## config.mk

```make
export PLATFORM = sky130hd
export DESIGN_NAME = timer_counter
export DESIGN_NICKNAME = d
export VERILOG_FILES = /design/src/rtl/timer_counter_pkg.sv /design/src/rtl/prescaler.sv /design/src/rtl/postscaler.sv /design/src/rtl/timer_counter.sv
export SDC_FILE = /design/constraint.sdc
export NUM_CORES = 1
export LEC_CHECK = 0
export BUFFER_PORTS_ARGS = -buffer_cell sky130_fd_sc_hd__buf_2
export CAP_MARGIN = 15
export CORE_AREA = 2 2 132 83
export CTS_BUF_LIST = sky130_fd_sc_hd__clkbuf_8
export DETAILED_ROUTE_END_ITERATION = 7
export DIE_AREA = 0 0 134 85
export PLACE_DENSITY = 0.74
export SLEW_MARGIN = 5
export SYNTH_ARGS = -nofsm -noshare
export SYNTH_HDL_FRONTEND = slang
export SYNTH_SLANG_ARGS = --single-unit
```

## constraint.sdc

```tcl
create_clock -name pclk -period 3.6 [get_ports pclk]
set_clock_uncertainty 0.1 [all_clocks]
set_input_delay 0.54 -clock pclk [delete_from_list [all_inputs] [get_ports pclk]]
set_output_delay 0.54 -clock pclk [all_outputs]
set_load 0.1 [all_outputs]
```

## src/rtl/timer_counter_pkg.sv

```systemverilog
// Shared constants for the 8/16-bit timer/counter.
// Assumes an APB slave with byte addresses and 32-bit data.
package timer_counter_pkg;
	// Register byte offsets
	localparam logic [7:0] OFF_CTRL0 = 8'h00;
	localparam logic [7:0] OFF_CTRL1 = 8'h04;
	localparam logic [7:0] OFF_LOW = 8'h08;
	localparam logic [7:0] OFF_HIGH = 8'h0C;
	localparam logic [7:0] OFF_STAT = 8'h10;
	// First control register fields
	localparam int CTRL0_EN = 7;
	localparam int CTRL0_OUT = 5;
	localparam int CTRL0_WIDTH = 4;
	localparam int CTRL0_OUTPS_HI = 3;
	// Second control register fields
	localparam int CTRL1_CS_HI = 7;
	localparam int CTRL1_CS_LO = 5;
	localparam int CTRL1_ASYNC = 4;
	localparam int CTRL1_CKPS_HI = 3;
	// Status register fields
	localparam int STAT_FLAG = 0;
	localparam int STAT_IE = 1;
	// Reset values
	localparam logic [7:0] CTRL_RST = 8'h00;
	localparam logic [7:0] LOW_RST = 8'h00;
	localparam logic [7:0] HIGH_RST = 8'hFF;
	localparam logic [7:0] PERIOD_RST = 8'hFF;
	// Scaler sizes
	localparam int PRESCALE_W = 15;
	localparam int POSTSCALE_W = 4;
	localparam int RATIO_W = 4;
	// Last quarter-counter value; four system clocks per instruction cycle
	localparam logic [1:0] QUARTER_LAST = 2'h3;
	// Clock source encodings
	typedef enum logic [2:0] {
		CS_EXT_TRUE = 3'h0,
		CS_EXT_INV = 3'h1,
		CS_QUARTER = 3'h2,
		CS_HF_OSC = 3'h3,
		CS_LF_OSC = 3'h4,
		CS_MF_OSC = 3'h5,
		CS_SEC_OSC = 3'h6,
		CS_LOGIC_CELL = 3'h7
	} clk_sel_t;
endpackage

```

## src/rtl/prescaler.sv

```systemverilog
// Power-of-two prescaler for the counter clock.
// Assumes tick is a one-cycle pulse per rising source edge.
`timescale 1ns/10ps
module prescaler
	import timer_counter_pkg::*;
#(
	parameter int WIDTH = PRESCALE_W
) (
	// Clock and reset
	input wire logic pclk,
	input wire logic presetn,
	// Control
	input wire logic clear,
	input wire logic [RATIO_W-1:0] ratio,
	// Ticks
	input wire logic tick,
	output logic out_tick
);
	logic [WIDTH-1:0] count;
	logic [WIDTH-1:0] mask;

	// Ratio 0 gives an all-zero mask, so every tick passes
	assign mask = WIDTH'((32'h0000_0001 << ratio) - 32'h0000_0001);
	assign out_tick = tick && ((count & mask) == mask);

	// Not visible to software; only clear or presetn resets it
	always_ff @(posedge pclk or negedge presetn) begin
		if (!presetn) begin
			count <= '0;
		end else if (clear) begin
			count <= '0;
		end else if (tick) begin
			count <= count + 1'b1;
		end
	end
endmodule

```

## src/rtl/postscaler.sv

```systemverilog
// Output divider: passes one event out of (field + 1).
// Assumes evt is a one-cycle pulse.
`timescale 1ns/10ps
module postscaler
	import timer_counter_pkg::*;
#(
	parameter int WIDTH = POSTSCALE_W
) (
	// Clock and reset
	input wire logic pclk,
	input wire logic presetn,
	// Control
	input wire logic clear,
	input wire logic [WIDTH-1:0] field,
	// Events
	input wire logic evt,
	output logic out_evt
);
	logic [WIDTH-1:0] count;

	assign out_evt = evt && (count == field);

	always_ff @(posedge pclk or negedge presetn) begin
		if (!presetn) begin
			count <= '0;
		end else if (clear) begin
			count <= '0;
		end else if (evt) begin
			count <= out_evt ? '0 : count + 1'b1;
		end
	end
endmodule

```

## src/rtl/timer_counter.sv

```systemverilog
// 8/16-bit timer/counter with APB register access.
// Assumes all source inputs are synchronous to pclk and change at
// most once per two pclk cycles; sleep_mode comes from the core.
//
// Design decisions made here: the APB register port and the placing of the registers.
`timescale 1ns/10ps
module timer_counter
	import timer_counter_pkg::*;
(
	// APB clock and reset
	input wire logic pclk,
	input wire logic presetn,
	// APB request
	input wire logic psel,
	input wire logic penable,
	input wire logic pwrite,
	input wire logic [7:0] paddr,
	input wire logic [31:0] pwdata,
	// APB answer
	output logic [31:0] prdata,
	output logic pready,
	output logic pslverr,
	// Clock sources
	input wire logic ext_clk_in,
	input wire logic hf_osc,
	input wire logic lf_osc,
	input wire logic mf_osc,
	input wire logic sec_osc,
	input wire logic logic_cell_out,
	// Power state
	input wire logic sleep_mode,
	// Timer outputs
	output logic match_pulse,
	output logic timer_out,
	output logic timer_irq_flag,
	output logic wake_request
);
	function automatic logic addr_hit(input logic [7:0] a,
		input logic [7:0] off);
		addr_hit = (a == off);
	endfunction

	function automatic logic addr_mapped(input logic [7:0] a);
		addr_mapped = addr_hit(a, OFF_CTRL0) || addr_hit(a, OFF_CTRL1)
			|| addr_hit(a, OFF_LOW) || addr_hit(a, OFF_HIGH)
			|| addr_hit(a, OFF_STAT);
	endfunction

	// Registers
	logic module_enable;
	logic width_select;
	logic [3:0] output_divider_field;
	logic [2:0] clock_select_field;
	logic async_enable;
	logic [3:0] prescale_ratio_field;
	logic [7:0] count_low_byte;
	logic [7:0] count_high_buffer;
	logic irq_enable;

	// Counter state
	logic [7:0] high_true;
	logic [7:0] period_buf;
	logic [1:0] quarter_cnt;
	logic src_prev;
	logic sync_pending;

	// Combinational
	logic access;
	logic wr_commit;
	logic rd_commit;
	logic wr_ctrl0;
	logic wr_ctrl1;
	logic wr_low;
	logic wr_high;
	logic wr_stat;
	logic rd_low;
	logic scaler_clr;
	logic quarter_tick;
	logic src_level;
	logic src_rise;
	logic run;
	logic pre_tick;
	logic pre_out;
	logic count_evt;
	logic wrap_evt;
	logic post_evt;
	logic [31:0] next_prdata;

	assign access = psel && penable && pready;
	assign wr_commit = access && pwrite;
	assign rd_commit = access && !pwrite;
	assign wr_ctrl0 = wr_commit && addr_hit(paddr, OFF_CTRL0);
	assign wr_ctrl1 = wr_commit && addr_hit(paddr, OFF_CTRL1);
	assign wr_low = wr_commit && addr_hit(paddr, OFF_LOW);
	assign wr_high = wr_commit && addr_hit(paddr, OFF_HIGH);
	assign wr_stat = wr_commit && addr_hit(paddr, OFF_STAT);
	assign rd_low = rd_commit && addr_hit(paddr, OFF_LOW);

	// Reset is covered by the scalers' own asynchronous reset
	assign scaler_clr = wr_low || wr_ctrl0 || wr_ctrl1;

	// APB answers one cycle after setup, always zero wait states
	always_ff @(posedge pclk or negedge presetn) begin
		if (!presetn) begin
			pready <= 1'b0;
		end else begin
			pready <= psel && !penable;
		end
	end

	always_ff @(posedge pclk or negedge presetn) begin
		if (!presetn) begin
			pslverr <= 1'b0;
		end else begin
			pslverr <= psel && !penable && !addr_mapped(paddr);
		end
	end

	always_comb begin
		next_prdata = '0;
		if (addr_hit(paddr, OFF_CTRL0)) begin
			next_prdata[CTRL0_EN] = module_enable;
			next_prdata[CTRL0_OUT] = timer_out;
			next_prdata[CTRL0_WIDTH] = width_select;
			next_prdata[CTRL0_OUTPS_HI:0] = output_divider_field;
		end else if (addr_hit(paddr, OFF_CTRL1)) begin
			next_prdata[CTRL1_CS_HI:CTRL1_CS_LO] = clock_select_field;
			next_prdata[CTRL1_ASYNC] = async_enable;
			next_prdata[CTRL1_CKPS_HI:0] = prescale_ratio_field;
		end else if (addr_hit(paddr, OFF_LOW)) begin
			next_prdata[7:0] = count_low_byte;
		end else if (addr_hit(paddr, OFF_HIGH)) begin
			next_prdata[7:0] = count_high_buffer;
		end else if (addr_hit(paddr, OFF_STAT)) begin
			next_prdata[STAT_FLAG] = timer_irq_flag;
			next_prdata[STAT_IE] = irq_enable;
		end
	end

	// Read data is sampled in setup, held through the access phase
	always_ff @(posedge pclk or negedge presetn) begin
		if (!presetn) begin
			prdata <= '0;
		end else if (psel && !penable && !pwrite) begin
			prdata <= next_prdata;
		end
	end

	// First control register
	always_ff @(posedge pclk or negedge presetn) begin
		if (!presetn) begin
			module_enable <= CTRL_RST[CTRL0_EN];
			width_select <= CTRL_RST[CTRL0_WIDTH];
			output_divider_field <= CTRL_RST[CTRL0_OUTPS_HI:0];
		end else if (wr_ctrl0) begin
			module_enable <= pwdata[CTRL0_EN];
			width_select <= pwdata[CTRL0_WIDTH];
			output_divider_field <= pwdata[CTRL0_OUTPS_HI:0];
		end
	end

	// Second control register
	always_ff @(posedge pclk or negedge presetn) begin
		if (!presetn) begin
			clock_select_field <= CTRL_RST[CTRL1_CS_HI:CTRL1_CS_LO];
			async_enable <= CTRL_RST[CTRL1_ASYNC];
			prescale_ratio_field <= CTRL_RST[CTRL1_CKPS_HI:0];
		end else if (wr_ctrl1) begin
			clock_select_field <= pwdata[CTRL1_CS_HI:CTRL1_CS_LO];
			async_enable <= pwdata[CTRL1_ASYNC];
			prescale_ratio_field <= pwdata[CTRL1_CKPS_HI:0];
		end
	end

	// Quarter system clock: one instruction cycle
	always_ff @(posedge pclk or negedge presetn) begin
		if (!presetn) begin
			quarter_cnt <= '0;
		end else begin
			quarter_cnt <= quarter_cnt + 1'b1;
		end
	end

	assign quarter_tick = (quarter_cnt == QUARTER_LAST);

	always_comb begin
		unique case (clk_sel_t'(clock_select_field))
			CS_EXT_TRUE: src_level = ext_clk_in;
			CS_EXT_INV: src_level = !ext_clk_in;
			CS_QUARTER: src_level = quarter_tick;
			CS_HF_OSC: src_level = hf_osc;
			CS_LF_OSC: src_level = lf_osc;
			CS_MF_OSC: src_level = mf_osc;
			CS_SEC_OSC: src_level = sec_osc;
			CS_LOGIC_CELL: src_level = logic_cell_out;
		endcase
	end

	always_ff @(posedge pclk or negedge presetn) begin
		if (!presetn) begin
			src_prev <= 1'b0;
		end else begin
			src_prev <= src_level;
		end
	end

	assign src_rise = src_level && !src_prev;

	// Sleep stops the synchronous path; async keeps going
	assign run = module_enable && (async_enable || !sleep_mode);
	assign pre_tick = src_rise && run;

	prescaler #(
		.WIDTH(PRESCALE_W)
	) u_prescaler (
		.pclk(pclk),
		.presetn(presetn),
		.clear(scaler_clr),
		.ratio(prescale_ratio_field),
		.tick(pre_tick),
		.out_tick(pre_out)
	);

	// In sync mode a prescaler edge waits for the next quarter tick,
	// so the count rate can never exceed one per instruction cycle
	always_ff @(posedge pclk or negedge presetn) begin
		if (!presetn) begin
			sync_pending <= 1'b0;
		end else if (!run || async_enable || scaler_clr) begin
			sync_pending <= 1'b0;
		end else if (quarter_tick) begin
			sync_pending <= 1'b0;
		end else if (pre_out) begin
			sync_pending <= 1'b1;
		end
	end

	always_comb begin
		if (!run) begin
			count_evt = 1'b0;
		end else if (async_enable) begin
			count_evt = pre_out;
		end else begin
			count_evt = quarter_tick && (sync_pending || pre_out);
		end
	end

	// Period match in 8-bit mode, all-ones wrap in 16-bit mode
	assign wrap_evt = count_evt && !wr_low && (width_select
		? (&{high_true, count_low_byte})
		: (count_low_byte == period_buf));

	// Counter and period buffer; a software write beats a count
	always_ff @(posedge pclk or negedge presetn) begin
		if (!presetn) begin
			count_low_byte <= LOW_RST;
			high_true <= LOW_RST;
			period_buf <= PERIOD_RST;
		end else if (wr_low) begin
			count_low_byte <= pwdata[7:0];
			if (width_select) begin
				high_true <= count_high_buffer;
			end
		end else if (count_evt) begin
			if (width_select) begin
				{high_true, count_low_byte} <=
					{high_true, count_low_byte} + 16'h0001;
			end else if (wrap_evt) begin
				count_low_byte <= LOW_RST;
				period_buf <= count_high_buffer;
			end else begin
				count_low_byte <= count_low_byte + 8'h01;
			end
		end
	end

	// High byte register: period in 8-bit mode, buffer in 16-bit mode
	always_ff @(posedge pclk or negedge presetn) begin
		if (!presetn) begin
			count_high_buffer <= HIGH_RST;
		end else if (wr_high) begin
			count_high_buffer <= pwdata[7:0];
		end else if (rd_low && width_select) begin
			count_high_buffer <= high_true;
		end
	end

	// Stays high for one prescaled period after the event
	always_ff @(posedge pclk or negedge presetn) begin
		if (!presetn) begin
			match_pulse <= 1'b0;
		end else if (!module_enable) begin
			match_pulse <= 1'b0;
		end else if (count_evt) begin
			match_pulse <= wrap_evt;
		end
	end

	postscaler #(
		.WIDTH(POSTSCALE_W)
	) u_postscaler (
		.pclk(pclk),
		.presetn(presetn),
		.clear(scaler_clr),
		.field(output_divider_field),
		.evt(wrap_evt),
		.out_evt(post_evt)
	);

	always_ff @(posedge pclk or negedge presetn) begin
		if (!presetn) begin
			timer_out <= 1'b0;
		end else if (post_evt) begin
			timer_out <= !timer_out;
		end
	end

	// Sticky flag; a new event in the clearing cycle keeps it set
	always_ff @(posedge pclk or negedge presetn) begin
		if (!presetn) begin
			timer_irq_flag <= 1'b0;
		end else if (post_evt) begin
			timer_irq_flag <= 1'b1;
		end else if (wr_stat && pwdata[STAT_FLAG]) begin
			timer_irq_flag <= 1'b0;
		end
	end

	always_ff @(posedge pclk or negedge presetn) begin
		if (!presetn) begin
			irq_enable <= 1'b0;
		end else if (wr_stat) begin
			irq_enable <= pwdata[STAT_IE];
		end
	end

	// Only an async timer can still be counting in sleep
	always_ff @(posedge pclk or negedge presetn) begin
		if (!presetn) begin
			wake_request <= 1'b0;
		end else begin
			wake_request <= sleep_mode && async_enable
				&& timer_irq_flag && irq_enable;
		end
	end
endmodule

```

==> out/results.ini <==
[floorplanning]
fp.dieW_um = 134
core_um2 = 10200
fp-row-count = 29
ios = 90
die-area_um2 = 11390
die_h_um = 85
initial_core_util_pct = 48.48

[power]
finalPower_mw = 1.851
p_leak_nw = 2.518
p_per_area_nw_per_um2 = 338.1
ir_drop_mv = 0.1577

[global_route]
antenna_found_initial = 0
first_global_vias = 3949
overflow = 0
track_usage_pct = 24.05
grt_pass1_wl_mm = 20.98
grt_start_max_net_pins = 40

[worst_setup_path]
crit_buf_inv = 3
worst_ep_required_time_ns = 3.80
slowest_delay_ns = 0.39
worst-setup-path-type = reg2reg
crit_path_start_kind = flip-flop
path_common_cell = buf_4
cp_max_fo = 8
crit_path_top_delay_cell = dfrtp_1
cp-end-kind = flip-flop
critPathTopFamily = compound AO/OA/AOI/OAI gates
crit_chain = nor3_2 > nand2b_1 > ha_1 > nor2b_1 > o21ai_1 > o221ai_1 > a2111oi_2 > buf_4 > a32oi_4 > buf_4 > nor2_4 > o311a_1 > buf_4 > mux2_2
arrival_ns = 3.56

[yosys]
yosysUniqueCellTypes = 60
yosys_most_used_dff = dfrtp_1
netlist_area_um2 = 4943
yosysTopAreaCellShare_pct = 34.42
yosys_warnings = 0
yosys.area.top_type = dfrtp_1
synth_area_leaders = dfrtp_1, dfstp_2, mux2_2, nand2_1, nor2_1
synth_edf_count = 0
yosysSeqAreaShare_pct = 42.93
syn_area_per_cell_um2 = 9.543
synth-async-reset-ratio_pct = 100.0
ys_seq_elements = 84
synth_cells = 518

[flow_run]
max_cap_viol_count = 0

[cells_and_area]
drive_gt1_share_pct = 23.43
final_nets = 624
antenna_cells = 0
syn2layout_area_growth_pct = 10.73
fillers = 942

[routing]
ant_nets = 0
wl_per_cell_um = 18.35
avgViaCountPerCell = 5.854
drt_first_iter_violations = 522
route.final.wire_length_mm = 13.05
vias = 4162
dr.pass1.iters = 6
drc = 0

[timing]
max_clock_freq_ghz = 0.2979
timing.final.crit_share_pct = 93.26
hold_viol_final = 0
min_period_ns = 3.357
rsz0062_at_grt = false
totalNegativeSetupSlack_ns = 0
slew_viol_final = 0
setup_viol = 0
worst_slew_pin_slew_ns = 0.9824
max_slew_margin_pct = 33.90

[clock_tree]
cts_buffers = 9
htreeDepth = 3
clk_latency_ns = 0.38
cts_tree = done
ctsResizeCount = 0
ctsHoldBuffers = 0
clk_pin_slew_ns = 0.09
clockBufferDepth = 2
postCtsSetupBuffers = 0
cts_sinks = 84
root_buffer = clkbuf_8

[placement]
gp_congestion = 0.9334
dp_hpwl_mm = 9.848
portBuffers = 41

[hold_path]
hp-class = in2async

[outcome]
status = completed

-- power breakdown --
| group | total (mW) | switching, mW | internal [mW] |
|---|---|---|---|
| sequential | 0.952 | 0.00443 | 0.948 |
| clock | 0.689 | 0.340 | 0.349 |
| combinational | 0.210 | 0.179 | 0.0311 |
| total | 1.85 | 0.523 | 1.33 |
-- final timing paths --
path / from / slack (ns) / depth (start not counted) / to
max in group asynchronous: presetn / 2.61 / 2 / count_high_buffer[6]
max: prescale_ratio_field[3] / 0.24 / 14 / period_buf[7]
min in group pclk: penable / 0.27 / 2 / pready
max reg2reg: prescale_ratio_field[3] / 0.24 / 14 / period_buf[7]
min reg2reg: quarter_cnt[0] / 0.34 / 1 / quarter_cnt[0]
min: presetn / 0.03 / 1 / high_true[1]
-- synth_stat cells (5+ instances only) --
cell,number
a21oi_1,14
clkbuf_1,11
a22oi_1,10
ha_1,5
nand4_1,6
and3_1,11
mux2i_1,10
xnor2_1,12
nand2_1,56
buf_2,6
nor2_1,56
dfstp_2,16
mux2_2,24
inv_1,12
mux4_2,6
xor2_1,16
o21ai_0,25
a31oi_1,10
nand3_1,27
o31ai_1,5
nand3b_1,5
nand2b_1,6
dfrtp_1,68
buf_4,27
nor3_1,11
nor2b_1,9
-- worst register-to-register path: stages, from the launching register on --
cell,delay (ns)
dfrtp_1,0.39
nor3_2,0.31
nand2b_1,0.10
ha_1,0.29
nor2b_1,0.16
o21ai_1,0.07
o221ai_1,0.14
a2111oi_2,0.35
buf_4,0.18
a32oi_4,0.10
buf_4,0.19
nor2_4,0.13
o311a_1,0.18
buf_4,0.21
mux2_2,0.37
-- sequential cells by signal, indices dropped and copies added, names as in the netlist, 2 cells and up --
signal and count:
prdata 8, count_high_buffer 8, high_true 8, count_low_byte 8, output_divider_field 4, clock_select_field 3, u_postscaler.count 4, prescale_ratio_field 4
u_prescaler.count 15, period_buf 8, quarter_cnt 2
-- final cells by class --
cell class / count / area, um^2 / share of cell area (%)
flip-flops and latches: 84 / 2122 / 38.77
repair buffers: 63 / 372.9 / 6.811
well taps: 139 / 173.9 / 3.177
clock inverters: 5 / 45.04 / 0.8229
clock buffers: 11 / 151.4 / 2.766
multi-input cells: 397 / 2564 / 46.83
inverters: 12 / 45.04 / 0.8229
-- per-layer routing --
layer | part of all wire, % | global-route usage (%)
met2 | 41 | 32.73
met4 | 1.3 | 5.996
met1 | 47 | 36.08
met5 | 0 | 0
met3 | 11 | 8.781
-- per-stage QoR --
stage / hold WS (ns) / std cells / util (%) / instance area [um^2] / setup slack, ns
after detailed placement: 0.3304 / 695 / 51.71 / 5273 / 0.09777
after floorplan: 0.1444 / 541 / - / 5030 / 0.2727
final: 0.02694 / 711 / 53.69 / 5474 / 0.2427
after global placement: 0.3140 / 695 / 51.71 / 5273 / 0.1885
after global routing: 0.06611 / 711 / 53.69 / 5474 / 0.06237
after CTS: 0.05026 / 711 / 53.64 / 5469 / 0.06791
-- cell usage in the layout (no fill, tap or decap), drive strengths merged, types with 4 or more instances in the layout --
| cell type | instances |
|---|---|
| nor2b | 9 |
| xor2 | 16 |
| xnor2 | 12 |
| nor2 | 57 |
| clkbuf | 11 |
| nor3 | 15 |
| o21ai | 27 |
| mux4 | 6 |
| a22oi | 10 |
| nand2 | 56 |
| nand2b | 6 |
| nand3 | 27 |
| conb | 24 |
| o31ai | 5 |
| nand4 | 6 |
| a21oi | 14 |
| dfrtp | 68 |
| mux2i | 10 |
| nor4 | 4 |
| ha | 5 |
| nand3b | 5 |
| mux2 | 24 |
| inv | 16 |
| a31oi | 10 |
| and3 | 11 |
| buf | 63 |
| dfstp | 16 |
-- cells by family after synthesis --
logic type,share of synthesized area [%]
simple gates,20.78
other cells,0.07586
fa+ha+maj,1.266
compound gates,12.71
buf+inv,7.061
mux,10.23
flops,42.93
xor+xnor,4.961
Note: power is estimated with default switching activity, not from simulation.
